===== src/design/idc_pkg.sv =====
// constants and carrier types for the bridge decode and control bank
// Function
// RL1 - eight add-on bits forward 16K blocks
// RL2 - hole start holds address bits 23:16
// RL3 - hole enable blocks forwarding, resets zero
// RL4 - hole size thermometer, 64K to 8M
// RL5 - hole match ignores bits covered by size
// RL6 - alternate mode reset bit pulses 1 ms
// RL7 - clock select divides pci clock
// RL8 - extended bios range drives chip select
// RL9 - lower bios ranges drive chip select
// RL10 - upper bios ranges, reset enabled
// RL11 - write protect suppresses bios select on writes
// RL12 - keyboard ports give encoded select 11
// RL13 - rtc ports give encoded select 01
// RL14 - enable makes shared pin coprocessor error
// RL15 - port 92 handled internally when enabled
// RL16 - keyboard reset pulses init or hard reset
// RL17 - gate a20 toggles on keyboard command
// RL18 - io recovery adds 4 or 8 clocks
// RL19 - enabled irq event ends power active
// RL20 - software uses break enables in pc mode
package idc_pkg;
   localparam logic [7:0] OFS_ADDON = 8'h40;
   localparam logic [7:0] OFS_HOLE_START = 8'h41;
   localparam logic [7:0] OFS_HOLE_SIZE = 8'h42;
   localparam logic [7:0] OFS_CLK_DIV = 8'h43;
   localparam logic [7:0] OFS_SYS_CTRL = 8'h44;
   localparam logic [7:0] OFS_BUS_TIMING = 8'h45;
   localparam logic [7:0] OFS_IRQ_WAKE = 8'h46;
   localparam logic [7:0] OFS_CHIP_SEL = 8'h4d;
   localparam logic [7:0] RST_ADDON = 8'h00;
   localparam logic [7:0] RST_HOLE_START = 8'h00;
   localparam logic [7:0] RST_HOLE_SIZE = 8'h00;
   localparam logic [7:0] RST_CLK_DIV = 8'h00;
   localparam logic [7:0] RST_CHIP_SEL = 8'h33;
   localparam logic [7:0] RST_SYS_CTRL = 8'h04;
   localparam logic [7:0] RST_BUS_TIMING = 8'h00;
   localparam logic [7:0] RST_IRQ_WAKE = 8'h00;
   // writable bits; reserved bits read zero
   localparam logic [7:0] WM_CLK_DIV = 8'h07;
   localparam logic [7:0] WM_CHIP_SEL = 8'hf3;
   localparam logic [7:0] WM_SYS_CTRL = 8'h57;
   localparam logic [7:0] WM_BUS_TIMING = 8'h06;
   localparam int BIT_HOLE_EN = 7;
   localparam int BIT_BUS_RST = 3;
   localparam int BIT_EXT_BIOS = 7;
   localparam int BIT_LOW_BIOS = 6;
   localparam int BIT_BIOS_WP = 5;
   localparam int BIT_UP_BIOS = 4;
   localparam int BIT_KBD_SEL = 1;
   localparam int BIT_RTC_SEL = 0;
   localparam int BIT_REFRESH = 6;
   localparam int BIT_FPU_ERR = 4;
   localparam int BIT_P92 = 2;
   localparam int BIT_KBD_RST = 1;
   localparam int BIT_A20 = 0;
   localparam int BIT_IO_REC = 2;
   localparam int BIT_EXT_ALE = 1;
   localparam logic [9:0] ADDON_BASE_BLK = 10'h030;
   localparam logic [15:0] IO_KBD_MASKED = 16'h0060;
   localparam logic [15:0] IO_RTC_BASE = 16'h0070;
   localparam logic [15:0] IO_PORT92 = 16'h0092;
   localparam logic [1:0] XSEL_NONE = 2'b00;
   localparam logic [1:0] XSEL_RTC = 2'b01;
   localparam logic [1:0] XSEL_ROM_KBD = 2'b11;
   localparam logic [3:0] IO_REC_16 = 4'h4;
   localparam logic [3:0] IO_REC_8 = 4'h8;
   localparam int unsigned CLK_MHZ = 100;
   localparam int unsigned RESET_PULSE_US = 1000;
   localparam int unsigned RESET_PULSE_CYCLES = RESET_PULSE_US * CLK_MHZ;
   localparam int unsigned INIT_MIN_CLKS = 4;
   localparam int unsigned INIT_CYCLES = INIT_MIN_CLKS + 1;
   localparam int TMR_W = 17;

   typedef struct packed {
      logic rd;
      logic wr;
      logic [7:0] addr;
      logic [7:0] wdata;
   } idc_cfg_req_t;

   typedef struct packed {
      logic valid;
      logic mem;
      logic io;
      logic write;
      logic wide16;
      logic [31:0] addr;
   } idc_host_req_t;

   typedef struct packed {
      logic valid;
      logic [23:0] addr;
   } idc_isa_req_t;
endpackage : idc_pkg


===== src/design/idc_bridge_ctrl.sv =====
// bridge decode and control register bank with its pulse timers
`timescale 1ns/1ps
`default_nettype none

module idc_pulse_tmr
(
   input wire logic clk,
   input wire logic resetn,
   input wire logic start,
   input wire logic [idc_pkg::TMR_W-1:0] len,
   output logic busy
);
   logic [idc_pkg::TMR_W-1:0] cnt_q;
   logic [idc_pkg::TMR_W-1:0] cnt_d;

   always_comb
   begin
      cnt_d = cnt_q;
      if (start && cnt_q == '0)
      begin
         cnt_d = len;
      end
      else if (cnt_q != '0)
      begin
         cnt_d = cnt_q - 1'b1;
      end
   end

   always_ff @(posedge clk or negedge resetn)
   begin
      if (!resetn)
      begin
         cnt_q <= '0;
      end
      else
      begin
         cnt_q <= cnt_d;
      end
   end

   assign busy = (cnt_q != '0);
endmodule : idc_pulse_tmr

module idc_bridge_ctrl
#(
   parameter int unsigned RESET_PULSE_CYCLES = idc_pkg::RESET_PULSE_CYCLES,
   parameter bit UPPER_BIOS_WIDE = 1'b0
)
(
   input wire logic clk,
   input wire logic resetn,
   input wire idc_pkg::idc_cfg_req_t cfg_req,
   output logic [7:0] cfg_rdata,
   input wire idc_pkg::idc_isa_req_t isa_req,
   output logic isa_fwd_pci,
   input wire idc_pkg::idc_host_req_t host_req,
   output logic bios_chip_select_n,
   output logic [1:0] encoded_chip_select,
   output logic port92_internal,
   output logic io_pass_to_isa,
   output logic [3:0] io_recovery_clks,
   output logic isa_clk,
   output logic pci_reset_n,
   output logic isa_bus_reset,
   input wire logic kbd_reset_cmd,
   input wire logic kbd_a20_cmd,
   output logic cpu_init,
   output logic hard_reset_out_n,
   output logic gate_a20,
   input wire logic alternate_host_mode,
   input wire logic coprocessor_error_in,
   output logic coprocessor_error,
   input wire logic [7:0] irq_in,
   input wire logic pm_sleep_req,
   output logic power_mgmt_active_n,
   output logic isa_refresh_en,
   output logic extended_ale
);
   logic [7:0] addon_q, addon_d, hole_start_q, hole_start_d, hole_size_q, hole_size_d;
   logic [7:0] clk_div_q, clk_div_d, chip_sel_q, chip_sel_d, sys_ctrl_q, sys_ctrl_d;
   logic [7:0] bus_timing_q, bus_timing_d, irq_wake_q, irq_wake_d, rdata_q, rdata_d;
   logic [9:0] pin_s1_q, pin_s2_q, irq_prev_q;
   logic alt_mode, pc_mode, coprocessor_error_in_s, bus_rst_busy, init_busy, hres_busy;
   logic bus_rst_start;
   logic [6:0] hsz;
   logic hole_hit, addon_hit, fwd_d, fwd_q;
   logic bios_hit, ext_hit, low_hit, up_hit, kbd_hit, rtc_hit, p92_hit;
   logic bios_chip_select_n_d, bios_chip_select_n_q, p92_d, p92_q, pass_d, pass_q;
   logic [1:0] xsel_d, xsel_q;
   logic [3:0] rec_d, rec_q;
   logic [3:0] div_n, div_cnt_q, div_cnt_d;
   logic isa_clk_d, isa_clk_q, a20_d, a20_q, power_mgmt_active_d, power_mgmt_active_q;
   logic [7:0] irq_events;
   logic [15:0] ioa;
   logic [31:0] ma;

   // two-flop capture of the mode strap, error pin and irq lines
   always_ff @(posedge clk or negedge resetn)
   begin
      if (!resetn)
      begin
         pin_s1_q <= '0;
         pin_s2_q <= '0;
         irq_prev_q <= '0;
      end
      else
      begin
         pin_s1_q <= {alternate_host_mode, coprocessor_error_in, irq_in};
         pin_s2_q <= pin_s1_q;
         irq_prev_q <= pin_s2_q;
      end
   end

   assign alt_mode = pin_s2_q[9];
   assign pc_mode = !pin_s2_q[9];
   assign coprocessor_error_in_s = pin_s2_q[8];

   // configuration writes and reads
   always_comb
   begin
      addon_d = addon_q;
      hole_start_d = hole_start_q;
      hole_size_d = hole_size_q;
      clk_div_d = clk_div_q;
      chip_sel_d = chip_sel_q;
      sys_ctrl_d = sys_ctrl_q;
      bus_timing_d = bus_timing_q;
      irq_wake_d = irq_wake_q;
      rdata_d = rdata_q;
      if (cfg_req.wr)
      begin
         case (cfg_req.addr)
            idc_pkg::OFS_ADDON: addon_d = cfg_req.wdata; // RL1
            idc_pkg::OFS_HOLE_START: hole_start_d = cfg_req.wdata; // RL2
            idc_pkg::OFS_HOLE_SIZE: hole_size_d = cfg_req.wdata; // RL3
            idc_pkg::OFS_CLK_DIV: clk_div_d = cfg_req.wdata & idc_pkg::WM_CLK_DIV; // RL7
            idc_pkg::OFS_CHIP_SEL: chip_sel_d = cfg_req.wdata & idc_pkg::WM_CHIP_SEL;
            idc_pkg::OFS_SYS_CTRL: sys_ctrl_d = cfg_req.wdata & idc_pkg::WM_SYS_CTRL;
            idc_pkg::OFS_BUS_TIMING: bus_timing_d = cfg_req.wdata & idc_pkg::WM_BUS_TIMING;
            idc_pkg::OFS_IRQ_WAKE: irq_wake_d = cfg_req.wdata;
            default: addon_d = addon_q;
         endcase
      end
      if (cfg_req.rd)
      begin
         case (cfg_req.addr)
            idc_pkg::OFS_ADDON: rdata_d = addon_q;
            idc_pkg::OFS_HOLE_START: rdata_d = hole_start_q;
            idc_pkg::OFS_HOLE_SIZE: rdata_d = hole_size_q;
            idc_pkg::OFS_CLK_DIV: rdata_d = {4'h0, bus_rst_busy, clk_div_q[2:0]}; // RL6
            idc_pkg::OFS_CHIP_SEL: rdata_d = chip_sel_q;
            idc_pkg::OFS_SYS_CTRL: rdata_d = sys_ctrl_q;
            idc_pkg::OFS_BUS_TIMING: rdata_d = bus_timing_q;
            idc_pkg::OFS_IRQ_WAKE: rdata_d = irq_wake_q;
            default: rdata_d = 8'h00;
         endcase
      end
   end

   always_ff @(posedge clk or negedge resetn)
   begin
      if (!resetn)
      begin
         addon_q <= idc_pkg::RST_ADDON;
         hole_start_q <= idc_pkg::RST_HOLE_START;
         hole_size_q <= idc_pkg::RST_HOLE_SIZE; // RL3
         clk_div_q <= idc_pkg::RST_CLK_DIV;
         chip_sel_q <= idc_pkg::RST_CHIP_SEL; // RL10
         sys_ctrl_q <= idc_pkg::RST_SYS_CTRL;
         bus_timing_q <= idc_pkg::RST_BUS_TIMING;
         irq_wake_q <= idc_pkg::RST_IRQ_WAKE;
         rdata_q <= 8'h00;
      end
      else
      begin
         addon_q <= addon_d;
         hole_start_q <= hole_start_d;
         hole_size_q <= hole_size_d;
         clk_div_q <= clk_div_d;
         chip_sel_q <= chip_sel_d;
         sys_ctrl_q <= sys_ctrl_d;
         bus_timing_q <= bus_timing_d;
         irq_wake_q <= irq_wake_d;
         rdata_q <= rdata_d;
      end
   end

   assign cfg_rdata = rdata_q;

   // self-clearing bus reset, alternate mode only
   assign bus_rst_start = cfg_req.wr && cfg_req.addr == idc_pkg::OFS_CLK_DIV
      && cfg_req.wdata[idc_pkg::BIT_BUS_RST] && alt_mode; // RL6

   idc_pulse_tmr u_bus_rst
   (
      .clk(clk),
      .resetn(resetn),
      .start(bus_rst_start),
      .len(idc_pkg::TMR_W'(RESET_PULSE_CYCLES)),
      .busy(bus_rst_busy)
   );

   idc_pulse_tmr u_init
   (
      .clk(clk),
      .resetn(resetn),
      .start(kbd_reset_cmd && sys_ctrl_q[idc_pkg::BIT_KBD_RST] && pc_mode), // RL16
      .len(idc_pkg::TMR_W'(idc_pkg::INIT_CYCLES)),
      .busy(init_busy)
   );

   idc_pulse_tmr u_hres
   (
      .clk(clk),
      .resetn(resetn),
      .start(kbd_reset_cmd && sys_ctrl_q[idc_pkg::BIT_KBD_RST] && alt_mode), // RL16
      .len(idc_pkg::TMR_W'(RESET_PULSE_CYCLES)),
      .busy(hres_busy)
   );

   assign pci_reset_n = !bus_rst_busy;
   assign isa_bus_reset = bus_rst_busy;
   assign cpu_init = init_busy;
   assign hard_reset_out_n = !hres_busy;

   // isa memory forwarding decode
   assign hsz = hole_size_q[6:0];
   always_comb
   begin
      addon_hit = isa_req.addr[23:17] == idc_pkg::ADDON_BASE_BLK[9:3]
         && addon_q[isa_req.addr[16:14]]; // RL1
      hole_hit = ((isa_req.addr[23:16] ^ hole_start_q) & ~{1'b0, hsz}) == 8'h00 // RL5
         && (hsz & (hsz + 7'h01)) == 7'h00; // RL4
      fwd_d = isa_req.valid && addon_hit && !(hole_hit && hole_size_q[idc_pkg::BIT_HOLE_EN]); // RL3
   end

   // host side chip select decode
   assign ma = host_req.addr;
   assign ioa = host_req.addr[15:0];
   always_comb
   begin
      ext_hit = chip_sel_q[idc_pkg::BIT_EXT_BIOS] && ma >= 32'hfff80000 && ma <= 32'hfffdffff; // RL8
      low_hit = chip_sel_q[idc_pkg::BIT_LOW_BIOS] && (ma[31:16] == 16'hfffe
         || ma[31:16] == 16'hffee || ma[31:16] == 16'h000e); // RL9
      if (UPPER_BIOS_WIDE)
      begin
         up_hit = ma[31:16] == 16'h000f || ma >= 32'hff800000;
      end
      else
      begin
         up_hit = ma[31:16] == 16'hffff || ma[31:16] == 16'hffef || ma[31:16] == 16'h000f;
      end
      up_hit = up_hit && chip_sel_q[idc_pkg::BIT_UP_BIOS]; // RL10
      bios_hit = host_req.valid && host_req.mem && (ext_hit || low_hit || up_hit)
         && !(host_req.write && chip_sel_q[idc_pkg::BIT_BIOS_WP]); // RL11
      kbd_hit = host_req.valid && host_req.io && pc_mode && chip_sel_q[idc_pkg::BIT_KBD_SEL]
         && (ioa & 16'hfff9) == idc_pkg::IO_KBD_MASKED; // RL12
      rtc_hit = host_req.valid && host_req.io && pc_mode && chip_sel_q[idc_pkg::BIT_RTC_SEL]
         && ioa[15:3] == idc_pkg::IO_RTC_BASE[15:3]; // RL13
      p92_hit = host_req.valid && host_req.io && ioa == idc_pkg::IO_PORT92;
      bios_chip_select_n_d = !(bios_hit && alt_mode);
      xsel_d = idc_pkg::XSEL_NONE;
      if ((bios_hit && pc_mode) || kbd_hit)
      begin
         xsel_d = idc_pkg::XSEL_ROM_KBD; // RL8
      end
      else if (rtc_hit)
      begin
         xsel_d = idc_pkg::XSEL_RTC; // RL13
      end
      p92_d = p92_hit && sys_ctrl_q[idc_pkg::BIT_P92]; // RL15
      pass_d = p92_hit && !sys_ctrl_q[idc_pkg::BIT_P92]; // RL15
      rec_d = 4'h0;
      if (host_req.valid && host_req.io && bus_timing_q[idc_pkg::BIT_IO_REC])
      begin
         rec_d = host_req.wide16 ? idc_pkg::IO_REC_16 : idc_pkg::IO_REC_8; // RL18
      end
   end

   // isa clock divider
   always_comb
   begin
      case (clk_div_q[2:0])
         3'h0: div_n = 4'h4;
         3'h1: div_n = 4'h3;
         3'h2: div_n = 4'h2;
         3'h4: div_n = 4'h6;
         3'h5: div_n = 4'h8;
         default: div_n = 4'h4;
      endcase
      div_cnt_d = (div_cnt_q + 4'h1 >= div_n) ? 4'h0 : div_cnt_q + 4'h1; // RL7
      isa_clk_d = div_cnt_d < (div_n >> 1); // RL7
   end

   // gate a20 and power management
   assign irq_events = pin_s2_q[7:0] & ~irq_prev_q[7:0] & irq_wake_q; // RL19
   always_comb
   begin
      a20_d = a20_q;
      if (kbd_a20_cmd && sys_ctrl_q[idc_pkg::BIT_A20] && pc_mode)
      begin
         a20_d = !a20_q; // RL17
      end
      power_mgmt_active_d = power_mgmt_active_q;
      if (pm_sleep_req)
      begin
         power_mgmt_active_d = 1'b1;
      end
      if (pc_mode && irq_events != 8'h00)
      begin
         power_mgmt_active_d = 1'b0; // RL19 RL20
      end
   end

   always_ff @(posedge clk or negedge resetn)
   begin
      if (!resetn)
      begin
         fwd_q <= 1'b0;
         bios_chip_select_n_q <= 1'b1;
         xsel_q <= idc_pkg::XSEL_NONE;
         p92_q <= 1'b0;
         pass_q <= 1'b0;
         rec_q <= 4'h0;
         div_cnt_q <= 4'h0;
         isa_clk_q <= 1'b0;
         a20_q <= 1'b0;
         power_mgmt_active_q <= 1'b0;
      end
      else
      begin
         fwd_q <= fwd_d;
         bios_chip_select_n_q <= bios_chip_select_n_d;
         xsel_q <= xsel_d;
         p92_q <= p92_d;
         pass_q <= pass_d;
         rec_q <= rec_d;
         div_cnt_q <= div_cnt_d;
         isa_clk_q <= isa_clk_d;
         a20_q <= a20_d;
         power_mgmt_active_q <= power_mgmt_active_d;
      end
   end

   assign isa_fwd_pci = fwd_q;
   assign bios_chip_select_n = bios_chip_select_n_q;
   assign encoded_chip_select = xsel_q;
   assign port92_internal = p92_q;
   assign io_pass_to_isa = pass_q;
   assign io_recovery_clks = rec_q;
   assign isa_clk = isa_clk_q;
   assign gate_a20 = a20_q;
   assign power_mgmt_active_n = !power_mgmt_active_q;
   assign coprocessor_error = sys_ctrl_q[idc_pkg::BIT_FPU_ERR] && coprocessor_error_in_s; // RL14
   assign isa_refresh_en = sys_ctrl_q[idc_pkg::BIT_REFRESH];
   assign extended_ale = bus_timing_q[idc_pkg::BIT_EXT_ALE];
endmodule : idc_bridge_ctrl

`default_nettype wire


===== config.mk =====
export PLATFORM = sky130hd
export DESIGN_NAME = idc_bridge_ctrl
export DESIGN_NICKNAME = d
export VERILOG_FILES = /design/src/design/idc_pkg.sv /design/src/design/idc_bridge_ctrl.sv
export SDC_FILE = /design/constraint.sdc
export NUM_CORES = 1
export LEC_CHECK = 0
export ABC_AREA = 1
export BUFFER_PORTS_ARGS = -buffer_cell sky130_fd_sc_hd__buf_2
export CORE_MARGIN = 2
export CORE_UTILIZATION = 42
export CTS_CLUSTER_DIAMETER = 200
export DETAILED_ROUTE_END_ITERATION = 10
export GPL_ROUTABILITY_DRIVEN = 1
export PLACE_DENSITY = 0.69
export SLEW_MARGIN = 20
export SYNTH_ARGS = -nofsm -noshare
export SYNTH_HDL_FRONTEND = slang
export SYNTH_SLANG_ARGS = --single-unit

===== constraint.sdc =====
create_clock -name clk -period 1.9 [get_ports clk]
set_input_delay 0 -clock clk [delete_from_list [all_inputs] [get_ports clk]]
set_output_delay 0 -clock clk [all_outputs]
set_load 0.1 [all_outputs]

==> reports/results.ini <==
[outcome]
outcome=complete, but fails checks
violations=setup timing

[synthesis]
yosys-top-cells-area=dfrtp_1 47%, nand2_1 12%, nor2_1 5.7%
synth-compound-area-share=0.0759
netlist_top_cells_count=237 x nand2_1, 144 x dfrtp_1, 116 x nor2_1
seq_area_frac_synth=0.493
netlist_area_mm2=0.00763
synthAdderAreaFrac=0.0164
synth.distinct_cells=42
ys.flop_type=dfrtp_1
synth_seq_cells=150
yosys_warnings=0
synth-simple-area-share=0.310
synth_top_cell_by_area=dfrtp_1
synthCells=939
synth_edf_count=0
synth-xor-area-share=0.0344
synth_mux_area_frac=0
yosysTopAreaCellShare=0.472
synth_most_common_cell=nand2_1
synth_top_family_by_area=simple AND/OR/NAND/NOR gates
synth-async-reset-ratio=1.00
syn_avg_cell_area_um2=8.13

[clocking]
cts_tree=done
cts-buffers-inserted=17
path_clk_slew_ns=0.07
cts.path.max_buffers=2
clock_latency_ns=0.43
cts_num_sinks=150
htree_levels=4
cts_root_buf=clkbuf_16

[sta]
tns_ns=-0.273
fmax_mhz=479
final-max-slew-violation-count=0
setup_viol=2
timing.hold.ws_ns=0.0249
max_slew_margin=0.625
worstMarginPinSlew_ns=0.562
finClkSkew_ns=0.00810
period_share=1.10
grt_setup_unrepaired=true
min_period_ns=2.09
hold_viol_final=0
setup_slack_ns=-0.187

[die]
core.rowCount=49
die_h_um=139
start_util=0.426
die_area_mm2=0.0193
ioPinCount=123
die_w_um=139
core-area_mm2=0.0179

[final_layout]
multi_input_area_mm2=0.00355
drive_above_1_share=0.241
syn_to_final_growth_pct=31.7
regArea_mm2=0.00376
fillers=1582
diodes=0
fin_nets=1245
fin_area_mm2=0.0101
post-route-util=0.562

[worst_setup_path]
crit_slowest_cell=dfrtp_1
worst_setup_path_start_kind=flop
crit_required_ns=2.26
crit_start=div_cnt_q[1]
r2r_start=div_cnt_q[1]
cp.arrival_ns=2.44
cp_cell_sequence=ha_2 -> or2_4 -> nand2_4 -> ha_4 -> nand2_2 -> inv_2 -> nand2_2 -> nand3_2 -> buf_4 -> a21oi_2 -> ha_1 -> a21oi_2
crit_family=adder cells
crit_path_end_kind=flop
path_max_fanout=2
slowest_delay_ns=0.39
critPathBufInv=2
crit_type=reg -> reg

[placement]
pre_cts_slack_ns=-0.244
placed_cell_area_mm2=0.00863
gp_congestion=0.906
dpl.hpwl_um=13900
io_buffers=106

[detailed_routing]
drtPass1Iterations=5
routed-via-count=6807
drt-total-wl_um=19700
drt-initial-drc-count=487
remaining_drc_errors=0
vias_per_cell=4.93
ant_nets=0
wire_per_inst_um=14.3

[grt]
grt_util_all_layers=0.212
grt_first_pass_wirelength_um=33000
first_global_vias=6759
antenna_found_initial=0
overflow=0
grt_max_degree=55

[power]
leakage_uw=0.00494
power_density_mw_per_mm2=950
ir_drop_mv=0.980

[job]
maxCapViolations=0

[worst_hold_path]
hold_path_startpoint=cfg_req[2]
hold_path.class=in -> reg

## worst min-delay path, stage by stage
cell     delay, ns
buf_2         0.08
inv_1         0.16
o21ai_1       0.17
## where the power goes
part	switching, µW	total (µW)	internal (µW)
logic	1300	2310	1000
clock network	1570	3480	1910
registers	255	3760	3510
total	3130	9550	6420
## worst paths after layout
kind	endpoint	slack (ns)	cells past startpoint
setup reg to reg	isa_clk	-0.19	12
hold / removal	irq_wake_q[2]	0.02	3
min in group asynchronous	pin_s1_q[2]	0.09	2
max in group asynchronous	bios_chip_select_n	1.14	3
setup / recovery	isa_clk	-0.19	12
hold reg to reg	pin_s2_q[3]	0.35	0
## state kept, by name, summed over array words and instances (netlist names), 6 cells and up
register and count:
u_bus_rst.cnt_q 17, irq_wake_q 8, cfg_rdata 8, u_hres.cnt_q 17, hole_start_q 8, pin_s1_q 10, hole_size_q 8, chip_sel_q 6
pin_s2_q 10, addon_q 8, u_init.cnt_q 17, irq_prev_q 8
## cell families (layout without fill, tap and decap cells)
family | count (synthesis) | count (layout)
AOI/OAI and AO/OA | 105 | 105
xor gates and xnor gates | 30 | 30
adders and majority gates | 10 | 10
buffers and inverters | 128 | 341
DFF | 150 | 150
other | 1 | 2
and+or+nand+nor | 515 | 515
## cell usage in the layout, fill, tap and decap left out, types with 14 or more instances in the layout
master,n
o21ai_1,18
nor3_1,30
dfrtp_1,143
xor2_1,16
buf_2,101
buf_4,39
nor2_1,110
nand2_1,230
o21ai_0,50
nand4_1,14
inv_1,101
nand3_1,52
dlygate4sd3_1,46
clkbuf_16,17
## layout make-up
type                       count  area share
clock inverter                15      0.0199
multi-input combinational    662       0.353
sequential                   150       0.374
timing repair buffer         193       0.137
inverter                     116      0.0444
tap                          229      0.0285
clock buffer                  17      0.0423
## through the flow
stage | total power [µW] | cells
after floorplan | 4970 | 940
after global placement | 5480 | 1283
after detailed placement | 5550 | 1283
after CTS | 9420 | 1373
after global routing | 10100 | 1382
final | 9550 | 1382
## metal layers
| layer | vias to the layer above | wire (µm) | GRT usage |
|---|---|---|---|
| met4 | 0 | 370 | 0.0643 |
| met3 | 25 | 964 | 0.0414 |
| met5 | - | 0 | 0 |
| met1 | 3198 | 9100 | 0.289 |
| met2 | 169 | 9270 | 0.345 |
| li1 | 3415 | - | - |
## what timing repair did
item | 4_1_cts | 5_1_grt
setup buffers | 13 | 8
resized for setup | 26 | 22
hold endpoints to repair | 186 | 2
setup endpoints to repair | 5 | 7
hold buffers | 45 | 2
gates cloned | 0 | 0
pin swaps | 16 | 15
Note: power is estimated with default switching activity, not from simulation.
